## src/shared/vrcm_defs.svh

```systemverilog
// Constants of the voltage regulator command master: link codes and frame sizes.
// Assumes it is included by the core, the regulator model and the bench by its bare name.
`ifndef VRCM_DEFS_SVH
`define VRCM_DEFS_SVH
// Command codes carried in the command field of a frame.
`define VRCM_CMD_QUICK      4'h1
`define VRCM_CMD_GRADUAL    4'h2
`define VRCM_CMD_PASSIVE    4'h3
`define VRCM_CMD_PSTATE     4'h4
`define VRCM_CMD_REGWR      4'h5
// Regulator power-state codes.
`define VRCM_PS_FULL        8'h00
`define VRCM_PS_LIGHT       8'h01
`define VRCM_PS_VLIGHT      8'h02
// Regulator register that holds the highest allowed voltage code.
`define VRCM_REG_VOUT_MAX   8'h30
// Voltage codes: off, and the band that is never commanded.
`define VRCM_CODE_OFF       8'h00
`define VRCM_CODE_GAP_LO    8'h01
`define VRCM_CODE_GAP_HI    8'h65
// Core supply rail address.
`define VRCM_RAIL_CORE      4'h0
// Acknowledge codes returned by the regulator.
`define VRCM_ACK_NONE       2'h0
`define VRCM_ACK_OK         2'h1
`define VRCM_ACK_NOTSUP     2'h2
`define VRCM_ACK_REJECT     2'h3
// Frame lengths in bits, start bit included.
`define VRCM_LEN_SHORT      5'h11
`define VRCM_LEN_LONG       5'h19
`endif

```

## src/shared/vrcm_pkg.sv

```systemverilog
// Types shared by the voltage regulator command master and its bench.
// Assumes vrcm_defs.svh is on the include path.
`default_nettype none
package vrcm_pkg;
    // What the power manager asks for.
    typedef enum logic [1:0] {
        KIND_PERF       = 2'b00,
        KIND_IDLE_ENTER = 2'b01,
        KIND_IDLE_EXIT  = 2'b10,
        KIND_PSTATE     = 2'b11
    } vrcm_kind_t;
    // Request from the power manager.
    typedef struct packed {
        vrcm_kind_t kind;
        logic [3:0] rail;
        logic [7:0] code;
    } vrcm_req_t;
    // Outcome of one finished frame.
    typedef struct packed {
        logic [3:0] cmd;
        logic [3:0] rail;
        logic [1:0] ack;
    } vrcm_result_t;
    // Sequencer states.
    typedef enum logic [2:0] {
        ST_INIT = 3'b000,
        ST_IDLE = 3'b001,
        ST_SEND = 3'b010,
        ST_TURN = 3'b011,
        ST_ACK  = 3'b100
    } vrcm_state_t;
endpackage
`default_nettype wire

```

## src/core/vrcm_master.sv

```systemverilog
// Command master for the serial voltage link to an external regulator controller.
// Assumes the link clock comes from outside and is sampled on clk; the data pin is open drain.
`default_nettype none
`include "vrcm_defs.svh"
module vrcm_master #(
    parameter logic [7:0] MAX_CODE  = 8'hb5,
    parameter int         NUM_RAILS = 16
) (
    // Clock and reset.
    input  wire logic                  clk,
    input  wire logic                  reset,
    // Request side.
    input  wire logic                  reqValid,
    input  wire vrcm_pkg::vrcm_req_t   req,
    output logic                       reqReady,
    output logic                       reqRefused,
    input  wire logic                  lowCurrent,
    // Result side.
    output logic                       doneValid,
    output vrcm_pkg::vrcm_result_t     done,
    output logic                       initDone,
    output logic                       linkFault,
    // Link pins.
    input  wire logic                  linkClk,
    input  wire logic                  linkDataIn,
    output logic                       linkDataOut,
    output logic                       linkDataOe
);
    // Legal voltage codes: off, or above the unused band and not past the ceiling.
    function automatic logic codeLegal(input logic [7:0] code);
        codeLegal = (code == `VRCM_CODE_OFF) ||
                    (code > `VRCM_CODE_GAP_HI && code <= MAX_CODE);
    endfunction

    // Synchronisers; the third clock stage is only the edge detector's memory.
    logic       clkS1_q, clkS2_q, clkS3_q, datS1_q, datS2_q;
    logic       rise, fall;
    always_ff @(posedge clk or posedge reset) begin
        if (reset) begin
            clkS1_q <= 1'b0;
            clkS2_q <= 1'b0;
            clkS3_q <= 1'b0;
            datS1_q <= 1'b1;
            datS2_q <= 1'b1;
        end else begin
            clkS1_q <= linkClk;
            clkS2_q <= clkS1_q;
            clkS3_q <= clkS2_q;
            datS1_q <= linkDataIn;
            datS2_q <= datS1_q;
        end
    end
    assign rise = clkS2_q & ~clkS3_q;
    assign fall = ~clkS2_q & clkS3_q;

    // Sequencer state.
    vrcm_pkg::vrcm_state_t state_q, state_d;
    logic [24:0] shift_q, shift_d;
    logic [4:0]  bitCnt_q, bitCnt_d;
    logic        txRel_q, txRel_d;
    logic [1:0]  ack_q, ack_d;
    logic        ackCnt_q, ackCnt_d;
    logic [3:0]  cmd_q, cmd_d, rail_q, rail_d;
    logic [7:0]  code_q, code_d, savedPs_q, savedPs_d;
    logic        raiseLow_q, raiseLow_d, pendPs_q, pendPs_d;
    logic        initDone_q, initDone_d, fault_q, fault_d;
    logic        doneValid_q, doneValid_d, refused_q, refused_d;
    vrcm_pkg::vrcm_result_t done_q, done_d;
    logic [7:0]  lastCode_q [NUM_RAILS];
    logic [7:0]  lastCode_d [NUM_RAILS];
    logic [7:0]  ps_q       [NUM_RAILS];
    logic [7:0]  ps_d       [NUM_RAILS];
    logic        badReq;
    logic [3:0]  reqCmd;

    // Choice of command and refusal of requests that must never reach the link.
    always_comb begin
        reqCmd = `VRCM_CMD_GRADUAL;
        unique case (req.kind)
            vrcm_pkg::KIND_IDLE_EXIT:  reqCmd = `VRCM_CMD_QUICK;
            vrcm_pkg::KIND_IDLE_ENTER: reqCmd = (req.code < lastCode_q[req.rail]) ?
                                                `VRCM_CMD_PASSIVE : `VRCM_CMD_GRADUAL;
            vrcm_pkg::KIND_PSTATE:     reqCmd = `VRCM_CMD_PSTATE;
            vrcm_pkg::KIND_PERF:       reqCmd = `VRCM_CMD_GRADUAL;
        endcase
        // Odd rails are reserved offsets, so nothing is ever sent to them.
        badReq = req.rail[0] || 32'(req.rail) >= NUM_RAILS;
        if (req.kind == vrcm_pkg::KIND_PSTATE)
            badReq = badReq || req.code > `VRCM_PS_VLIGHT;
        else
            badReq = badReq || !codeLegal(req.code);
    end

    // Next-state logic of the frame sequencer.
    always_comb begin
        state_d     = state_q;
        shift_d     = shift_q;
        bitCnt_d    = bitCnt_q;
        txRel_d     = txRel_q;
        ack_d       = ack_q;
        ackCnt_d    = ackCnt_q;
        cmd_d       = cmd_q;
        rail_d      = rail_q;
        code_d      = code_q;
        savedPs_d   = savedPs_q;
        raiseLow_d  = raiseLow_q;
        pendPs_d    = pendPs_q;
        initDone_d  = initDone_q;
        fault_d     = fault_q;
        done_d      = done_q;
        doneValid_d = 1'b0;
        refused_d   = 1'b0;
        lastCode_d  = lastCode_q;
        ps_d        = ps_q;
        unique case (state_q)
            vrcm_pkg::ST_INIT: begin
                // Ceiling write goes out before any voltage command.
                cmd_d    = `VRCM_CMD_REGWR;
                rail_d   = `VRCM_RAIL_CORE;
                code_d   = MAX_CODE;
                shift_d  = {1'b0, `VRCM_RAIL_CORE, `VRCM_CMD_REGWR, `VRCM_REG_VOUT_MAX, MAX_CODE};
                bitCnt_d = `VRCM_LEN_LONG;
                state_d  = vrcm_pkg::ST_SEND;
            end
            vrcm_pkg::ST_IDLE: begin
                if (pendPs_q) begin
                    // Low current persists at the raised voltage: restore the light-load state.
                    pendPs_d = 1'b0;
                    cmd_d    = `VRCM_CMD_PSTATE;
                    code_d   = savedPs_q;
                    shift_d  = {1'b0, rail_q, `VRCM_CMD_PSTATE, savedPs_q, 8'h00};
                    bitCnt_d = `VRCM_LEN_SHORT;
                    raiseLow_d = 1'b0;
                    state_d  = vrcm_pkg::ST_SEND;
                end else if (reqValid && initDone_q) begin
                    if (badReq) begin
                        refused_d = 1'b1;
                    end else begin
                        cmd_d    = reqCmd;
                        rail_d   = req.rail;
                        code_d   = req.code;
                        // Payload byte holds the voltage code or the power-state code.
                        shift_d  = {1'b0, req.rail, reqCmd, req.code, 8'h00};
                        bitCnt_d = `VRCM_LEN_SHORT;
                        // The regulator leaves low power on a raise, so remember its old state.
                        raiseLow_d = reqCmd != `VRCM_CMD_PSTATE && req.code > lastCode_q[req.rail] &&
                                     ps_q[req.rail] != `VRCM_PS_FULL;
                        savedPs_d  = ps_q[req.rail];
                        state_d  = vrcm_pkg::ST_SEND;
                    end
                end
            end
            vrcm_pkg::ST_SEND: begin
                // Bits change on the falling link edge so they are stable at the rising one.
                if (fall) begin
                    if (bitCnt_q == 5'h00) begin
                        txRel_d = 1'b1;
                        state_d = vrcm_pkg::ST_TURN;
                    end else begin
                        txRel_d  = shift_q[24];
                        shift_d  = {shift_q[23:0], 1'b1};
                        bitCnt_d = bitCnt_q - 5'h01;
                    end
                end
            end
            vrcm_pkg::ST_TURN: begin
                if (fall) begin
                    ackCnt_d = 1'b0;
                    state_d  = vrcm_pkg::ST_ACK;
                end
            end
            vrcm_pkg::ST_ACK: begin
                if (rise) begin
                    ack_d    = {ack_q[0], datS2_q};
                    ackCnt_d = 1'b1;
                    if (ackCnt_q) begin
                        // Acknowledge closes the frame before another may start.
                        state_d     = vrcm_pkg::ST_IDLE;
                        doneValid_d = 1'b1;
                        done_d      = '{cmd: cmd_q, rail: rail_q, ack: {ack_q[0], datS2_q}};
                        if ({ack_q[0], datS2_q} == `VRCM_ACK_NOTSUP)
                            fault_d = 1'b1;
                        if (cmd_q == `VRCM_CMD_REGWR)
                            initDone_d = {ack_q[0], datS2_q} == `VRCM_ACK_OK;
                        if ({ack_q[0], datS2_q} == `VRCM_ACK_OK) begin
                            if (cmd_q == `VRCM_CMD_PSTATE) begin
                                ps_d[rail_q] = code_q;
                            end else if (cmd_q != `VRCM_CMD_REGWR) begin
                                lastCode_d[rail_q] = code_q;
                                if (raiseLow_q) begin
                                    ps_d[rail_q] = `VRCM_PS_FULL;
                                    pendPs_d     = lowCurrent;
                                end
                            end
                        end
                        // A rejected power state leaves the recorded state unchanged.
                    end
                end
            end
            default: state_d = vrcm_pkg::ST_INIT;
        endcase
    end

    // Registers of the sequencer.
    always_ff @(posedge clk or posedge reset) begin
        if (reset) begin
            state_q     <= vrcm_pkg::ST_INIT;
            shift_q     <= 25'h1ffffff;
            bitCnt_q    <= 5'h00;
            txRel_q     <= 1'b1;
            ack_q       <= `VRCM_ACK_NONE;
            ackCnt_q    <= 1'b0;
            cmd_q       <= 4'h0;
            rail_q      <= `VRCM_RAIL_CORE;
            code_q      <= `VRCM_CODE_OFF;
            savedPs_q   <= `VRCM_PS_FULL;
            raiseLow_q  <= 1'b0;
            pendPs_q    <= 1'b0;
            initDone_q  <= 1'b0;
            fault_q     <= 1'b0;
            doneValid_q <= 1'b0;
            refused_q   <= 1'b0;
            done_q      <= '0;
            for (int i = 0; i < NUM_RAILS; i++) begin
                lastCode_q[i] <= `VRCM_CODE_OFF;
                ps_q[i]       <= `VRCM_PS_FULL;
            end
        end else begin
            state_q     <= state_d;
            shift_q     <= shift_d;
            bitCnt_q    <= bitCnt_d;
            txRel_q     <= txRel_d;
            ack_q       <= ack_d;
            ackCnt_q    <= ackCnt_d;
            cmd_q       <= cmd_d;
            rail_q      <= rail_d;
            code_q      <= code_d;
            savedPs_q   <= savedPs_d;
            raiseLow_q  <= raiseLow_d;
            pendPs_q    <= pendPs_d;
            initDone_q  <= initDone_d;
            fault_q     <= fault_d;
            doneValid_q <= doneValid_d;
            refused_q   <= refused_d;
            done_q      <= done_d;
            lastCode_q  <= lastCode_d;
            ps_q        <= ps_d;
        end
    end

    // Outputs; the pin only ever pulls low, a one is the released line.
    assign reqReady    = state_q == vrcm_pkg::ST_IDLE && initDone_q && !pendPs_q;
    assign reqRefused  = refused_q;
    assign doneValid   = doneValid_q;
    assign done        = done_q;
    assign initDone    = initDone_q;
    assign linkFault   = fault_q;
    assign linkDataOut = 1'b0;
    assign linkDataOe  = ~txRel_q;
endmodule
`default_nettype wire

```

## config.mk

```make
export PLATFORM = sky130hd
export DESIGN_NAME = vrcm_master
export DESIGN_NICKNAME = d
export VERILOG_FILES = /design/src/shared/vrcm_pkg.sv /design/src/core/vrcm_master.sv
export VERILOG_INCLUDE_DIRS = /design/src /design/src/shared
export SDC_FILE = /design/constraint.sdc
export NUM_CORES = 1
export LEC_CHECK = 0
export ABC_AREA = 1
export ABC_CLOCK_PERIOD_IN_PS = 19100
export BUFFER_PORTS_ARGS = -buffer_cell sky130_fd_sc_hd__buf_4
export CAP_MARGIN = 20
export CELL_PAD_IN_SITES_DETAIL_PLACEMENT = 1
export CELL_PAD_IN_SITES_GLOBAL_PLACEMENT = 1
export CORE_ASPECT_RATIO = 2
export CORE_MARGIN = 5
export CORE_UTILIZATION = 51
export DETAILED_ROUTE_END_ITERATION = 16
export PLACE_DENSITY_LB_ADDON = 0.15
export RECOVER_POWER = 100
export SLEW_MARGIN = 30
export SYNTH_ARGS = -nofsm -noshare
export SYNTH_HDL_FRONTEND = slang
export SYNTH_SLANG_ARGS = --single-unit
```

## constraint.sdc

```tcl
create_clock -name clk -period 19.1 [get_ports clk]
set_input_delay 4.775 -clock clk [delete_from_list [all_inputs] [get_ports clk]]
set_output_delay 4.775 -clock clk [all_outputs]
set_load 0.01 [all_outputs]
```

======== Word level (Yosys, flattened, before mapping) ========
Cells that the tools add are included.
cells by class
  bitwise operators ....................... 12
  $add $sub $neg .......................... 1
  equal/unequal tests ..................... 29
  reductions and logical operators ........ 39
  multiplexer cells ....................... 70
  order comparisons ....................... 8
operators with widths
  operator              count
  $mux W128             3
  $bwmux W128           2
  $and A128 B128 Y128   1
  $not A128 Y128        1
  $mux W25              5
  $pmux W25 S3          1
  $bmux W8 S4           2
  $mux W8               8
  $demux W8 S4          1
  $ne A2 B2 Y1 const B  14
  $mux W5               5
  $mux W3               8
  $mux W4               6
  $mux W1               21
  $pmux W4 S2           2
  $pmux W4 S4           1
  $pmux W8 S2           1
  $reduce_and A4 Y1     4
  $pmux W3 S5           1
  $pmux W5 S3           1
  $reduce_and A7 Y1     2
  $reduce_and A3 Y1     4
  $reduce_and A6 Y1     2
  $reduce_bool A2 Y1    6
  31 further kinds      57
word-level totals
  bits in registers ....................... 337
  output and inout bits ................... 17

======== Logic depth before layout (Yosys ltp) ========
Gate-level depths: netlist (run 1).
  depth after elaboration ................. 13
  depth in mapped cells ................... 19

======== Worst setup path after synthesis (run 1) ========
Ideal clock, no wire load.
  path type ............................... in2reg
  start point ............................. in req[8] (netlist name)
  end point ............................... reg shift_q[16]
  arrival ................................. 7002 ps
  slack ................................... 12037 ps
  stages .................................. 19
  data required time ...................... 19040 ps
  path through ............................ inv_1 > clkbuf_1 > buf_2 > clkbuf_1 > o21ai_0 > o221ai_1 > o211ai_1 > nand2_1 > inv_1 > ha_1 > a21oi_1 > nor2_1 > nor3_1 > nand2_1 > a21oi_1 > nand2_1 > nand2_1 > nand3_1 > nand2_1
between the ends
  word-level cells in the longest chain between the ends .. 11
  elaborated cells between the ends (all ways) .. 16
  classes of those cells .................. order compare (1); eq/ne (1); mux (10); bitwise (1); reduce/logical (3)
RTL lines
  element                                      RTL line            source
  start: declaration                           vrcm_master.sv:14   input wire vrcm_pkg::vrcm_req_t req,
  $not A4 Y5 (implied by the code)             vrcm_master.sv:81   vrcm_pkg::KIND_IDLE_ENTER: reqCmd = (req.code < lastCode_q[req.rail]) ?
  $bmux W8 S4                                  vrcm_master.sv:81
  $mux W8 (implied by the code) (2 in series)  vrcm_master.sv:81
  $lt A8 B8 Y1                                 vrcm_master.sv:81
  $mux W1 (no line)                            n/a
  $pmux W4 S4                                  vrcm_master.sv:79   unique case (req.kind)
  $mux W25                                     vrcm_master.sv:136  if (badReq) begin
  $mux W25                                     vrcm_master.sv:135  end else if (reqValid && initDone_q) begin
  $mux W25                                     vrcm_master.sv:126  if (pendPs_q) begin
  $pmux W25 S3                                 vrcm_master.sv:115  unique case (state_q)
  end signal: assignment                       vrcm_master.sv:230  shift_q <= shift_d;
  end: declaration                             vrcm_master.sv:58   logic [24:0] shift_q, shift_d;
Several ways; a longest one is shown, not always the timed one. The select of a mux whose other input is x is not followed.
A chain may end at the register's enable or synchronous reset.

======== Worst setup path in the final report (run 1) ========
Same ends and word-level chain as after synthesis.

==> reports/qor.json, run 1 <==
{
  "setup_viol_count_final": {"value": 0},
  "power.combinational.fraction": {"value": 19.8, "unit": "%"},
  "i_o_pin_count": {"value": 37},
  "pwr-share-clk": {"value": 35.1, "unit": "%"},
  "post_cts.repair.setup_buffers": {"value": 0},
  "net-switching-power": {"value": 0.586, "unit": "mW"},
  "routed_wl": {"value": 49.0, "unit": "mm"},
  "warning_count_from_the_yosys_run": {"value": 0},
  "worstHoldPathCells": {"value": 0},
  "clockBufferDepth": {"value": 3},
  "run_status": {"value": "complete, but fails checks"},
  "hpwlAfterDp": {"value": 31.9, "unit": "mm"},
  "smallest_setup_slack_after_layout": {"value": 6.69, "unit": "ns"},
  "drc_errors": {"value": 0},
  "post_cts_hold_buffer_count": {"value": 0},
  "fill_cells": {"value": 3789},
  "worstSetupEndpointType": {"value": "flip-flop"},
  "cts.htree.levels": {"value": 1},
  "hold_viol": {"value": 0},
  "p_int": {"value": 1.22, "unit": "mW"},
  "cts_repair_resize_count": {"value": 0},
  "post-route-period-util": {"value": 65.0, "unit": "%"},
  "final_antenna_diode_count": {"value": 0},
  "ratio_of_cells_with_drive_above_1_in_the_final_layout": {"value": 5.61, "unit": "%"},
  "violations_in_the_final_reports": {"value": "max-capacitance violations, max-slew violations"},
  "worstPathMaxFanout": {"value": 74},
  "design_power_total": {"value": 1.80, "unit": "mW"},
  "post_synth_instance_area": {"value": 15900, "unit": "sq um"},
  "die_width": {"value": 135, "unit": "microns"},
  "clock_skew": {"value": 0.0134, "unit": "ns"},
  "synthXorXnorAreaFrac": {"value": 0.0551, "unit": "%"},
  "worstPathArrival": {"value": 12.91, "unit": "ns"},
  "tightest_slew": {"value": 6.22, "unit": "ns"},
  "syn-instance-count": {"value": 1964},
  "postSynth.asyncResetShare": {"value": 100, "unit": "%"},
  "die_area": {"value": 35000, "unit": "sq um"},
  "clockRootBuffer": {"value": "sky130_fd_sc_hd__clkbuf_16"},
  "synth_compound_gate_area_share": {"value": 15.9, "unit": "%"},
  "area_delta_synth_final": {"value": 6.49, "unit": "%"},
  "route.vias.total": {"value": 13500},
  "switching_share": {"value": 32.5, "unit": "%"},
  "synth_fa_ha_area_share": {"value": 0.945, "unit": "%"},
  "combinational_family_with_the_most_area_after_synthesis": {"value": "simple AND/OR/NAND/NOR gates"},
  "rsz_0062_raised_after_global_routing": {"value": "false"},
  "timing.critical_path.required": {"value": 19.60, "unit": "ns"},
  "hold_path_class": {"value": "reg2reg"},
  "slew_headroom": {"value": -315, "unit": "%"},
  "preCtsSetupSlack": {"value": 10.57, "unit": "ns"},
  "post_synth.cell_area_avg": {"value": 8.09, "unit": "sq um"},
  "die_height": {"value": 260, "unit": "microns"},
  "place.detailed.instances": {"value": 2307},
  "drtIter0Drc": {"value": 605},
  "post_drt_via_cell_ratio": {"value": 5.70},
  "layout.nets": {"value": 1953},
  "ant_nets": {"value": 0},
  "yosysUniqueCellTypes": {"value": 41},
  "numClockSinks": {"value": 335},
  "antenna_violations_before_repair": {"value": 0},
  "max_capacitance_violation_count": {"value": 8},
  "final_period_minus_worst_setup_slack": {"value": 12.41, "unit": "ns"},
  "post_synth_edffs": {"value": 0},
  "placement_rows": {"value": 91},
  "worstRegToRegCells": {"value": 7},
  "numCtsBuffers": {"value": 30},
  "tritoncts_clock_tree": {"value": "yes"},
  "synth-simple-area-share": {"value": 23.2, "unit": "%"},
  "gpl.final_weighted_congestion": {"value": 0.887},
  "core_area": {"value": 30900, "unit": "sq um"},
  "critPathKind": {"value": "in2reg"},
  "setup-tns-final": {"value": 0, "unit": "ns"},
  "grt_util_all_layers": {"value": 28.7, "unit": "%"},
  "p_seq_share": {"value": 45.1, "unit": "%"},
  "final-max-slew-violation-count": {"value": 498},
  "worst_skew_pair.late_latency": {"value": 0.57, "unit": "ns"},
  "globalRoute.totalOverflow": {"value": 0},
  "maxClockFrequency": {"value": 80.6, "unit": "MHz"},
  "setup.worst_path.start_class": {"value": "input pin"},
  "routed_wire_length_per_instance": {"value": 20.7, "unit": "microns"},
  "power_density": {"value": 107, "unit": "nW/um^2"},
  "largest_net_degree_at_the_start_of_global_routing": {"value": 141},
  "clk_pin_slew_worst_paths": {"value": 0.07, "unit": "ns"},
  "grt_pass1_wl": {"value": 79.5, "unit": "mm"},
  "seq_area_frac_synth": {"value": 53.0, "unit": "%"},
  "buffers_added_on_ports": {"value": 34},
  "first_global_vias": {"value": 14600},
  "dominantRegCellSynth": {"value": "sky130_fd_sc_hd__dfrtp_1"},
  "power.static_leakage": {"value": 7.78, "unit": "nW"},
  "post_synth_mux_area_share": {"value": 0.0630, "unit": "%"},
  "vdd.ir_drop.worst": {"value": 101, "unit": "uV"},
  "finished_layout_cells": {"value": 2362},
  "floorplan.initialDensity": {"value": 51.5, "unit": "%"},
  "final_core_utilization": {"value": 54.8, "unit": "%"},
  "synth.ff_latch_count": {"value": 335},
  "drt_pass_1_iters": {"value": 5}
}
-- Yosys cell counts, types with 2 or more instances --
master	instances	area share, %
sky130_fd_sc_hd__o221ai_1	26	1.4
sky130_fd_sc_hd__clkbuf_1	68	1.6
sky130_fd_sc_hd__dfstp_2	28	4.6
sky130_fd_sc_hd__nand2_4	10	0.71
sky130_fd_sc_hd__buf_1	12	0.28
sky130_fd_sc_hd__inv_1	120	2.8
sky130_fd_sc_hd__buf_4	2	0.094
sky130_fd_sc_hd__nor2_4	3	0.21
sky130_fd_sc_hd__nand2_1	640	15
sky130_fd_sc_hd__o21ai_1	72	2.3
sky130_fd_sc_hd__nand3_1	105	3.3
sky130_fd_sc_hd__buf_2	19	0.60
sky130_fd_sc_hd__dfrtp_1	307	48
sky130_fd_sc_hd__inv_2	2	0.047
sky130_fd_sc_hd__ha_1	12	0.95
sky130_fd_sc_hd__buf_6	17	1.2
sky130_fd_sc_hd__nor3_1	7	0.22
sky130_fd_sc_hd__nor2_1	129	3.0
sky130_fd_sc_hd__o211ai_1	9	0.43
sky130_fd_sc_hd__a21oi_1	24	0.76
sky130_fd_sc_hd__a22o_1	4	0.22
sky130_fd_sc_hd__a21o_1	2	0.094
sky130_fd_sc_hd__o22ai_1	10	0.39
sky130_fd_sc_hd__o21ai_0	308	9.7
sky130_fd_sc_hd__nand4_1	4	0.16
sky130_fd_sc_hd__o21ai_2	9	0.50
-- layout by cell type (no fill, tap or decap), types with 2 or more instances in the layout --
cell and n:
sky130_fd_sc_hd__inv_1 118, sky130_fd_sc_hd__clkinvlp_2 2, sky130_fd_sc_hd__o211ai_1 9, sky130_fd_sc_hd__nor3_1 8, sky130_fd_sc_hd__clkbuf_1 26, sky130_fd_sc_hd__a21oi_1 24
sky130_fd_sc_hd__o22ai_1 10, sky130_fd_sc_hd__clkbuf_8 5, sky130_fd_sc_hd__ha_1 12, sky130_fd_sc_hd__nand3_1 106, sky130_fd_sc_hd__dfstp_2 27, sky130_fd_sc_hd__a22o_1 4
sky130_fd_sc_hd__a21o_1 2, sky130_fd_sc_hd__nand4_1 4, sky130_fd_sc_hd__bufinv_16 3, sky130_fd_sc_hd__clkbuf_16 31, sky130_fd_sc_hd__o21ai_1 12, sky130_fd_sc_hd__conb_1 2
sky130_fd_sc_hd__nand2_1 651, sky130_fd_sc_hd__o21ai_0 376, sky130_fd_sc_hd__clkbuf_4 4, sky130_fd_sc_hd__o221ai_1 26, sky130_fd_sc_hd__nor2_1 132, sky130_fd_sc_hd__buf_4 19
sky130_fd_sc_hd__inv_2 2, sky130_fd_sc_hd__dfrtp_1 307, sky130_fd_sc_hd__clkinv_2 7
-- path summary, 6_finish.rpt --
check	start	to	slack (ns)
worst min register to register	datS1_q$_DFF_PP1_	datS2_q$_DFF_PP1_	0.35
worst max-delay path	req[8]	shift_q[16]$_DFFE_PP1P_	6.69
max in group asynchronous	reset	done[6]$_DFFE_PP0P_	7.30
worst min-delay path	datS1_q$_DFF_PP1_	datS2_q$_DFF_PP1_	0.35
min in group asynchronous	reset	ps_q[29]$_DFFE_PP0P_	6.12
worst max register to register	state_q[1]$_DFFE_PP0P_	bitCnt_q[1]$_DFFE_PP0P_	14.55
-- power groups by stage --
stage                     Combinational (mW)  Clock [mW]  Sequential [mW]
after floorplan                        0.265           0            0.806
after global placement                 0.352           0            0.822
after detailed placement               0.364           0            0.824
after CTS                              0.368       0.643            0.811
after global routing                   0.404       0.673            0.818
final                                  0.357       0.633            0.812
-- per-layer routing --
metal	vias to the layer above	GRT usage [%]	wire length [microns]
met4	0	15.3	2820
met3	123	2.59	1330
met1	6786	33.3	19200
li1	6293	-	-
met2	252	51.7	25600
met5	-	0	0
-- registers in the layout, indices dropped and copies added, names as in the netlist, 3 cells and up --
name / cells
rail_q: 4
ps_q: 128
code_q: 8
done: 9
shift_q: 25
lastCode_q: 128
cmd_q: 3
bitCnt_q: 5
savedPs_q: 8
state_q: 3
-- critical path, stage by stage --
cell                         delay, ns
sky130_fd_sc_hd__clkbuf_1         1.64
sky130_fd_sc_hd__clkinvlp_2       2.42
sky130_fd_sc_hd__clkbuf_1         1.64
sky130_fd_sc_hd__o21ai_0          0.70
sky130_fd_sc_hd__o221ai_1         0.19
sky130_fd_sc_hd__nand3_1          0.15
sky130_fd_sc_hd__nand2_1          0.07
sky130_fd_sc_hd__inv_1            0.08
sky130_fd_sc_hd__ha_1             0.24
sky130_fd_sc_hd__a21oi_1          0.14
sky130_fd_sc_hd__o21ai_0          0.09
sky130_fd_sc_hd__nand2_1          0.06
sky130_fd_sc_hd__nand2_1          0.10
sky130_fd_sc_hd__a21oi_1          0.21
sky130_fd_sc_hd__nand2_1          0.07
sky130_fd_sc_hd__nand2_1          0.07
sky130_fd_sc_hd__nand3_1          0.07
sky130_fd_sc_hd__nand2_1          0.13
-- area by class of cell --
type	instances	area [sq um]	area share [%]
Sequential cell	335	8420	49.8
Inverter	123	464	2.74
Tap cell	418	523	3.09
Clock inverter	12	139	0.821
Multi-Input combinational cell	1388	6250	36.9
Timing Repair Buffer	43	255	1.51
Clock buffer	43	871	5.15
-- cell families after synthesis --
group,Yosys count
flops,335
xor+xnor,1
compound gates,467
buf+inv,242
mux,1
other cells,1
fa+ha+maj,12
simple gates,905
-- metrics by stage --
| step | hold WS (ns) | instance area (sq um) |
|---|---|---|
| floorplan | 0.331 | 15900 |
| global placement | 0.333 | 16100 |
| detailed placement | 0.347 | 16100 |
| CTS | 0.358 | 17100 |
| global route | 0.369 | 16900 |
| finish | 0.355 | 16900 |
No activity file was read; power rests on OpenSTA's default activity.
==> inputs of run 2 (changes only) <==
--- a/config.mk
+++ b/config.mk
@@ -6,15 +6,15 @@
 export SDC_FILE = /design/constraint.sdc
 export NUM_CORES = 1
 export LEC_CHECK = 0
-export ABC_AREA = 1
-export ABC_CLOCK_PERIOD_IN_PS = 19100
+export ABC_AREA = 0
+export ABC_CLOCK_PERIOD_IN_PS = 10400
 export BUFFER_PORTS_ARGS = -buffer_cell sky130_fd_sc_hd__buf_4
 export CAP_MARGIN = 20
 export CELL_PAD_IN_SITES_DETAIL_PLACEMENT = 1
 export CELL_PAD_IN_SITES_GLOBAL_PLACEMENT = 1
 export CORE_ASPECT_RATIO = 2
 export CORE_MARGIN = 5
-export CORE_UTILIZATION = 51
+export CORE_UTILIZATION = 47
 export DETAILED_ROUTE_END_ITERATION = 16
 export PLACE_DENSITY_LB_ADDON = 0.15
 export RECOVER_POWER = 100
==> constraint.sdc (replaced) <==
create_clock -name clk -period 10.4 [get_ports clk]
set_input_delay 2.6 -clock clk [delete_from_list [all_inputs] [get_ports clk]]
set_output_delay 2.6 -clock clk [all_outputs]
set_load 0.01 [all_outputs]
==> run 2 against run 1 <==
Against the previous run: the run still ends with max-capacitance violations, max-slew violations left; flip-flop and latch count stayed put; sequential share of layout area is 0.092 points lower; die area is 5.6% higher; register-to-register slack worse by 8.4 ns; sequential power is 91% higher; clock skew is 0.0027 ns higher; global-route usage is 5.8 points lower; count of clock-buffer cells in the layout is 7 higher.
==> reports/qor.json, run 2 <==
{
  "routed_wire_length_per_instance": {"value": 25.2, "unit": "microns", "change": "+22%"},
  "setup.worst_path.start_class": {"value": "input pin"},
  "routed_wl": {"value": 41.4, "unit": "mm", "change": "-16%"},
  "maxClockFrequency": {"value": 144, "unit": "MHz"},
  "final_core_utilization": {"value": 51.6, "unit": "%", "change": "-3.2 points"},
  "layout_commonest_cell": {"value": "sky130_fd_sc_hd__dfrtp_1"},
  "cts.htree.levels": {"value": 1, "change": "unchanged"},
  "rsz_0062_raised_after_global_routing": {"value": "false"},
  "post-synth-top-area-cell": {"value": "sky130_fd_sc_hd__dfrtp_1"},
  "setup.reg_to_reg.worst_slack": {"value": 6.20, "unit": "ns", "change": "-8.35 ns"},
  "ratio_of_cells_with_drive_above_1_in_the_final_layout": {"value": 33.8, "unit": "%", "change": "+28 points"},
  "worst_skew_pair.late_latency": {"value": 0.57, "unit": "ns", "change": "about the same"},
  "post_cts.repair.setup_buffers": {"value": 0, "change": "unchanged"},
  "clk_pin_slew_worst_paths": {"value": 0.06, "unit": "ns", "change": "about the same"},
  "die_width": {"value": 138, "unit": "microns", "change": "+2.7%"},
  "globalRoute.totalOverflow": {"value": 0, "change": "unchanged"},
  "reg.largest.list": {"value": "lastCode_q x128, ps_q x128, shift_q x25"},
  "clockRootBuffer": {"value": "sky130_fd_sc_hd__clkbuf_16"},
  "worstHoldPathCells": {"value": 0, "change": "unchanged"},
  "dominantRegCellSynth": {"value": "sky130_fd_sc_hd__dfrtp_1"},
  "timing.critical_path.required": {"value": 9.94, "unit": "ns", "change": "-9.66 ns"},
  "power.static_leakage": {"value": 7.71, "unit": "nW", "change": "-0.97%"},
  "worstPathArrival": {"value": 6.49, "unit": "ns", "change": "-6.42 ns"},
  "drc_errors": {"value": 0, "change": "unchanged"},
  "first_global_vias": {"value": 10900, "change": "-25%"},
  "final_period_minus_worst_setup_slack": {"value": 6.95, "unit": "ns"},
  "floorplan.initialDensity": {"value": 47.3, "unit": "%", "change": "-4.2 points"},
  "core_area": {"value": 32800, "unit": "sq um", "change": "+6.3%"},
  "hold_end": {"value": "datS2_q$_DFF_PP1_"},
  "post_synth_main_area_contributors": {"value": "sky130_fd_sc_hd__dfrtp_1, sky130_fd_sc_hd__mux2_2, sky130_fd_sc_hd__mux4_2, sky130_fd_sc_hd__dfstp_2, sky130_fd_sc_hd__nand2_1"},
  "post_cts_hold_buffer_count": {"value": 0, "change": "unchanged"},
  "synth.ff_latch_count": {"value": 335, "change": "unchanged"},
  "fill_cells": {"value": 3277, "change": "-14%"},
  "worstPathMaxFanout": {"value": 87, "change": "+18%"},
  "max_capacitance_violation_count": {"value": 4, "change": "-4"},
  "buffers_added_on_ports": {"value": 34, "change": "unchanged"},
  "die_area": {"value": 37000, "unit": "sq um", "change": "+5.6%"},
  "area_delta_synth_final": {"value": 9.24, "unit": "%"},
  "gpl.final_weighted_congestion": {"value": 0.842, "change": "-5.1%"},
  "post_synth.cell_area_avg": {"value": 13.2, "unit": "sq um", "change": "+63%"},
  "worstSetupEndpointType": {"value": "asynchronous set/reset pin"},
  "drt_pass_1_iters": {"value": 4, "change": "-1"},
  "hold_path_class": {"value": "reg2reg"},
  "final-max-slew-violation-count": {"value": 215, "change": "-57%"},
  "synthTopCellsByCount": {"value": "sky130_fd_sc_hd__dfrtp_1, sky130_fd_sc_hd__mux2_2, sky130_fd_sc_hd__nand2_1"},
  "layout_common_cells": {"value": "sky130_fd_sc_hd__dfrtp_1, sky130_fd_sc_hd__mux2_2, sky130_fd_sc_hd__nand2_1"},
  "post-route-period-util": {"value": 66.8, "unit": "%"},
  "hold_viol": {"value": 0, "change": "unchanged"},
  "post_synth_edffs": {"value": 0, "change": "unchanged"},
  "worstRegToRegCells": {"value": 6, "change": "-1"},
  "vdd.ir_drop.worst": {"value": 121, "unit": "uV", "change": "+20%"},
  "largest_net_degree_at_the_start_of_global_routing": {"value": 88, "change": "-38%"},
  "grt_pass1_wl": {"value": 66.2, "unit": "mm", "change": "-17%"},
  "violations_in_the_final_reports": {"value": "max-capacitance violations, max-slew violations"},
  "capture_instance_of_the_worst_register_to_register_path": {"value": "ps_q[82]$_DFFE_PP0P_"},
  "clockBufferDepth": {"value": 3, "change": "unchanged"},
  "placement_rows": {"value": 94, "change": "+3.3%"},
  "clock_skew": {"value": 0.0161, "unit": "ns", "change": "+0.00270 ns"},
  "grt_util_all_layers": {"value": 22.9, "unit": "%", "change": "-5.8 points"},
  "numClockSinks": {"value": 335, "change": "unchanged"},
  "ant_nets": {"value": 0, "change": "unchanged"},
  "die_height": {"value": 267, "unit": "microns", "change": "+2.8%"},
  "slew_headroom": {"value": -218, "unit": "%", "change": "+97 points"},
  "seq_area_frac_synth": {"value": 54.3, "unit": "%", "change": "+1.3 points"},
  "setup_viol_count_final": {"value": 0, "change": "unchanged"},
  "antenna_violations_before_repair": {"value": 1, "change": "+1"},
  "layout.nets": {"value": 1215, "change": "-38%"},
  "warning_count_from_the_yosys_run": {"value": 0, "change": "unchanged"},
  "power_density": {"value": 184, "unit": "nW/um^2", "change": "+73%"},
  "setup-tns-final": {"value": 0, "unit": "ns", "change": "unchanged"},
  "yosysUniqueCellTypes": {"value": 65, "change": "+59%"},
  "route.vias.total": {"value": 9568, "change": "-29%"},
  "tritoncts_clock_tree": {"value": "yes"},
  "run_status": {"value": "complete, but fails checks"},
  "final_antenna_diode_count": {"value": 0, "change": "unchanged"},
  "postSynth.asyncResetShare": {"value": 100, "unit": "%", "change": "unchanged"},
  "yosys.area.top_type_share": {"value": 49.5, "unit": "%", "change": "+1.2 points"},
  "worst_r2r_startpoint": {"value": "state_q[2]$_DFFE_PP0P_"},
  "tightest_slew": {"value": 4.77, "unit": "ns", "change": "-1.46 ns"},
  "cts_repair_resize_count": {"value": 0, "change": "unchanged"},
  "hpwlAfterDp": {"value": 29.9, "unit": "mm", "change": "-6.0%"},
  "i_o_pin_count": {"value": 37, "change": "unchanged"},
  "numCtsBuffers": {"value": 31, "change": "+3.3%"},
  "drtIter0Drc": {"value": 430, "change": "-29%"},
  "hold_path_startpoint": {"value": "datS1_q$_DFF_PP1_"},
  "post_synth_instance_area": {"value": 15500, "unit": "sq um", "change": "-2.3%"},
  "syn-instance-count": {"value": 1179, "change": "-40%"},
  "critPathKind": {"value": "in2async"},
  "post_drt_via_cell_ratio": {"value": 5.84, "change": "+2.6%"},
  "yosysMostFrequentCell": {"value": "sky130_fd_sc_hd__dfrtp_1"}
}
-- run 2: critical path, cell delays in order --
cell and delay, ns:
sky130_fd_sc_hd__clkbuf_4 0.11, sky130_fd_sc_hd__clkinvlp_2 0.31, sky130_fd_sc_hd__clkbuf_1 3.34
-- run 2: worst max path at each step --
| stage | start | end | slack, ns |
|---|---|---|---|
| after floorplan | reset | ackCnt_q$_DFFE_PP0P_ | 3.35 |
| final | reset | ps_q[78]$_DFFE_PP0P_ | 3.45 |
| after detailed placement | req[9] | cmd_q[0]$_DFFE_PP0P_ | 4.08 |
| after CTS | req[9] | cmd_q[0]$_DFFE_PP0P_ | 4.70 |
| after global routing | reset | ps_q[78]$_DFFE_PP0P_ | 2.32 |
| after global placement | req[9] | cmd_q[0]$_DFFE_PP0P_ | 4.14 |
-- run 2: through the flow --
stage	hold slack, ns	instances	power [mW]	area [sq um]	setup WS (ns)
after floorplan	0.331	1180	1.87	15500	3.35
after global placement	0.336	1581	2.05	16100	4.14
after detailed placement	0.355	1581	2.06	16100	4.08
after CTS	0.363	1637	3.17	17100	4.70
after global routing	0.372	1638	3.27	16900	2.32
final	0.363	1638	3.12	16900	3.45
-- run 2: power breakdown --
part | leakage (nW) | internal [mW] | total (mW) | switching [mW]
Sequential | 4.52 | 1.42 | 1.55 | 0.132
Combinational | 2.71 | 0.154 | 0.474 | 0.320
Clock | 0.471 | 0.607 | 1.09 | 0.488
Total | 7.71 | 2.18 | 3.12 | 0.940
-- run 2: metal layers --
layer | up-vias | global-route usage, % | wire [microns]
met2 | 124 | 45.3 | 23900
met1 | 5102 | 25.5 | 15000
li1 | 4265 | - | -
met5 | - | 0 | 0
met4 | 0 | 7.51 | 1380
met3 | 77 | 2.24 | 1080
-- run 2: cell type report --
cell class | count | area, sq um | area share, %
clock buffer | 50 | 928 | 5.48
tap | 432 | 541 | 3.19
clock inverter | 6 | 32.5 | 0.192
inverter | 23 | 87.6 | 0.517
sequential | 335 | 8420 | 49.7
multi-input combinational | 745 | 6660 | 39.3
timing repair buffer | 47 | 282 | 1.66
-- run 2: kinds of logic (layout without fill, tap and decap cells) --
group	count (synthesis)	after routing	share of synthesized area (%)
AO/OA/AOI/OAI	148	148	5.73
other	1	2	0.0242
AND/OR/NAND/NOR	262	262	7.87
adder cells (fa/ha/maj)	12	12	0.968
buffers and inverters	100	126	2.64
flip-flops	335	335	54.3
multiplexers	321	321	28.5
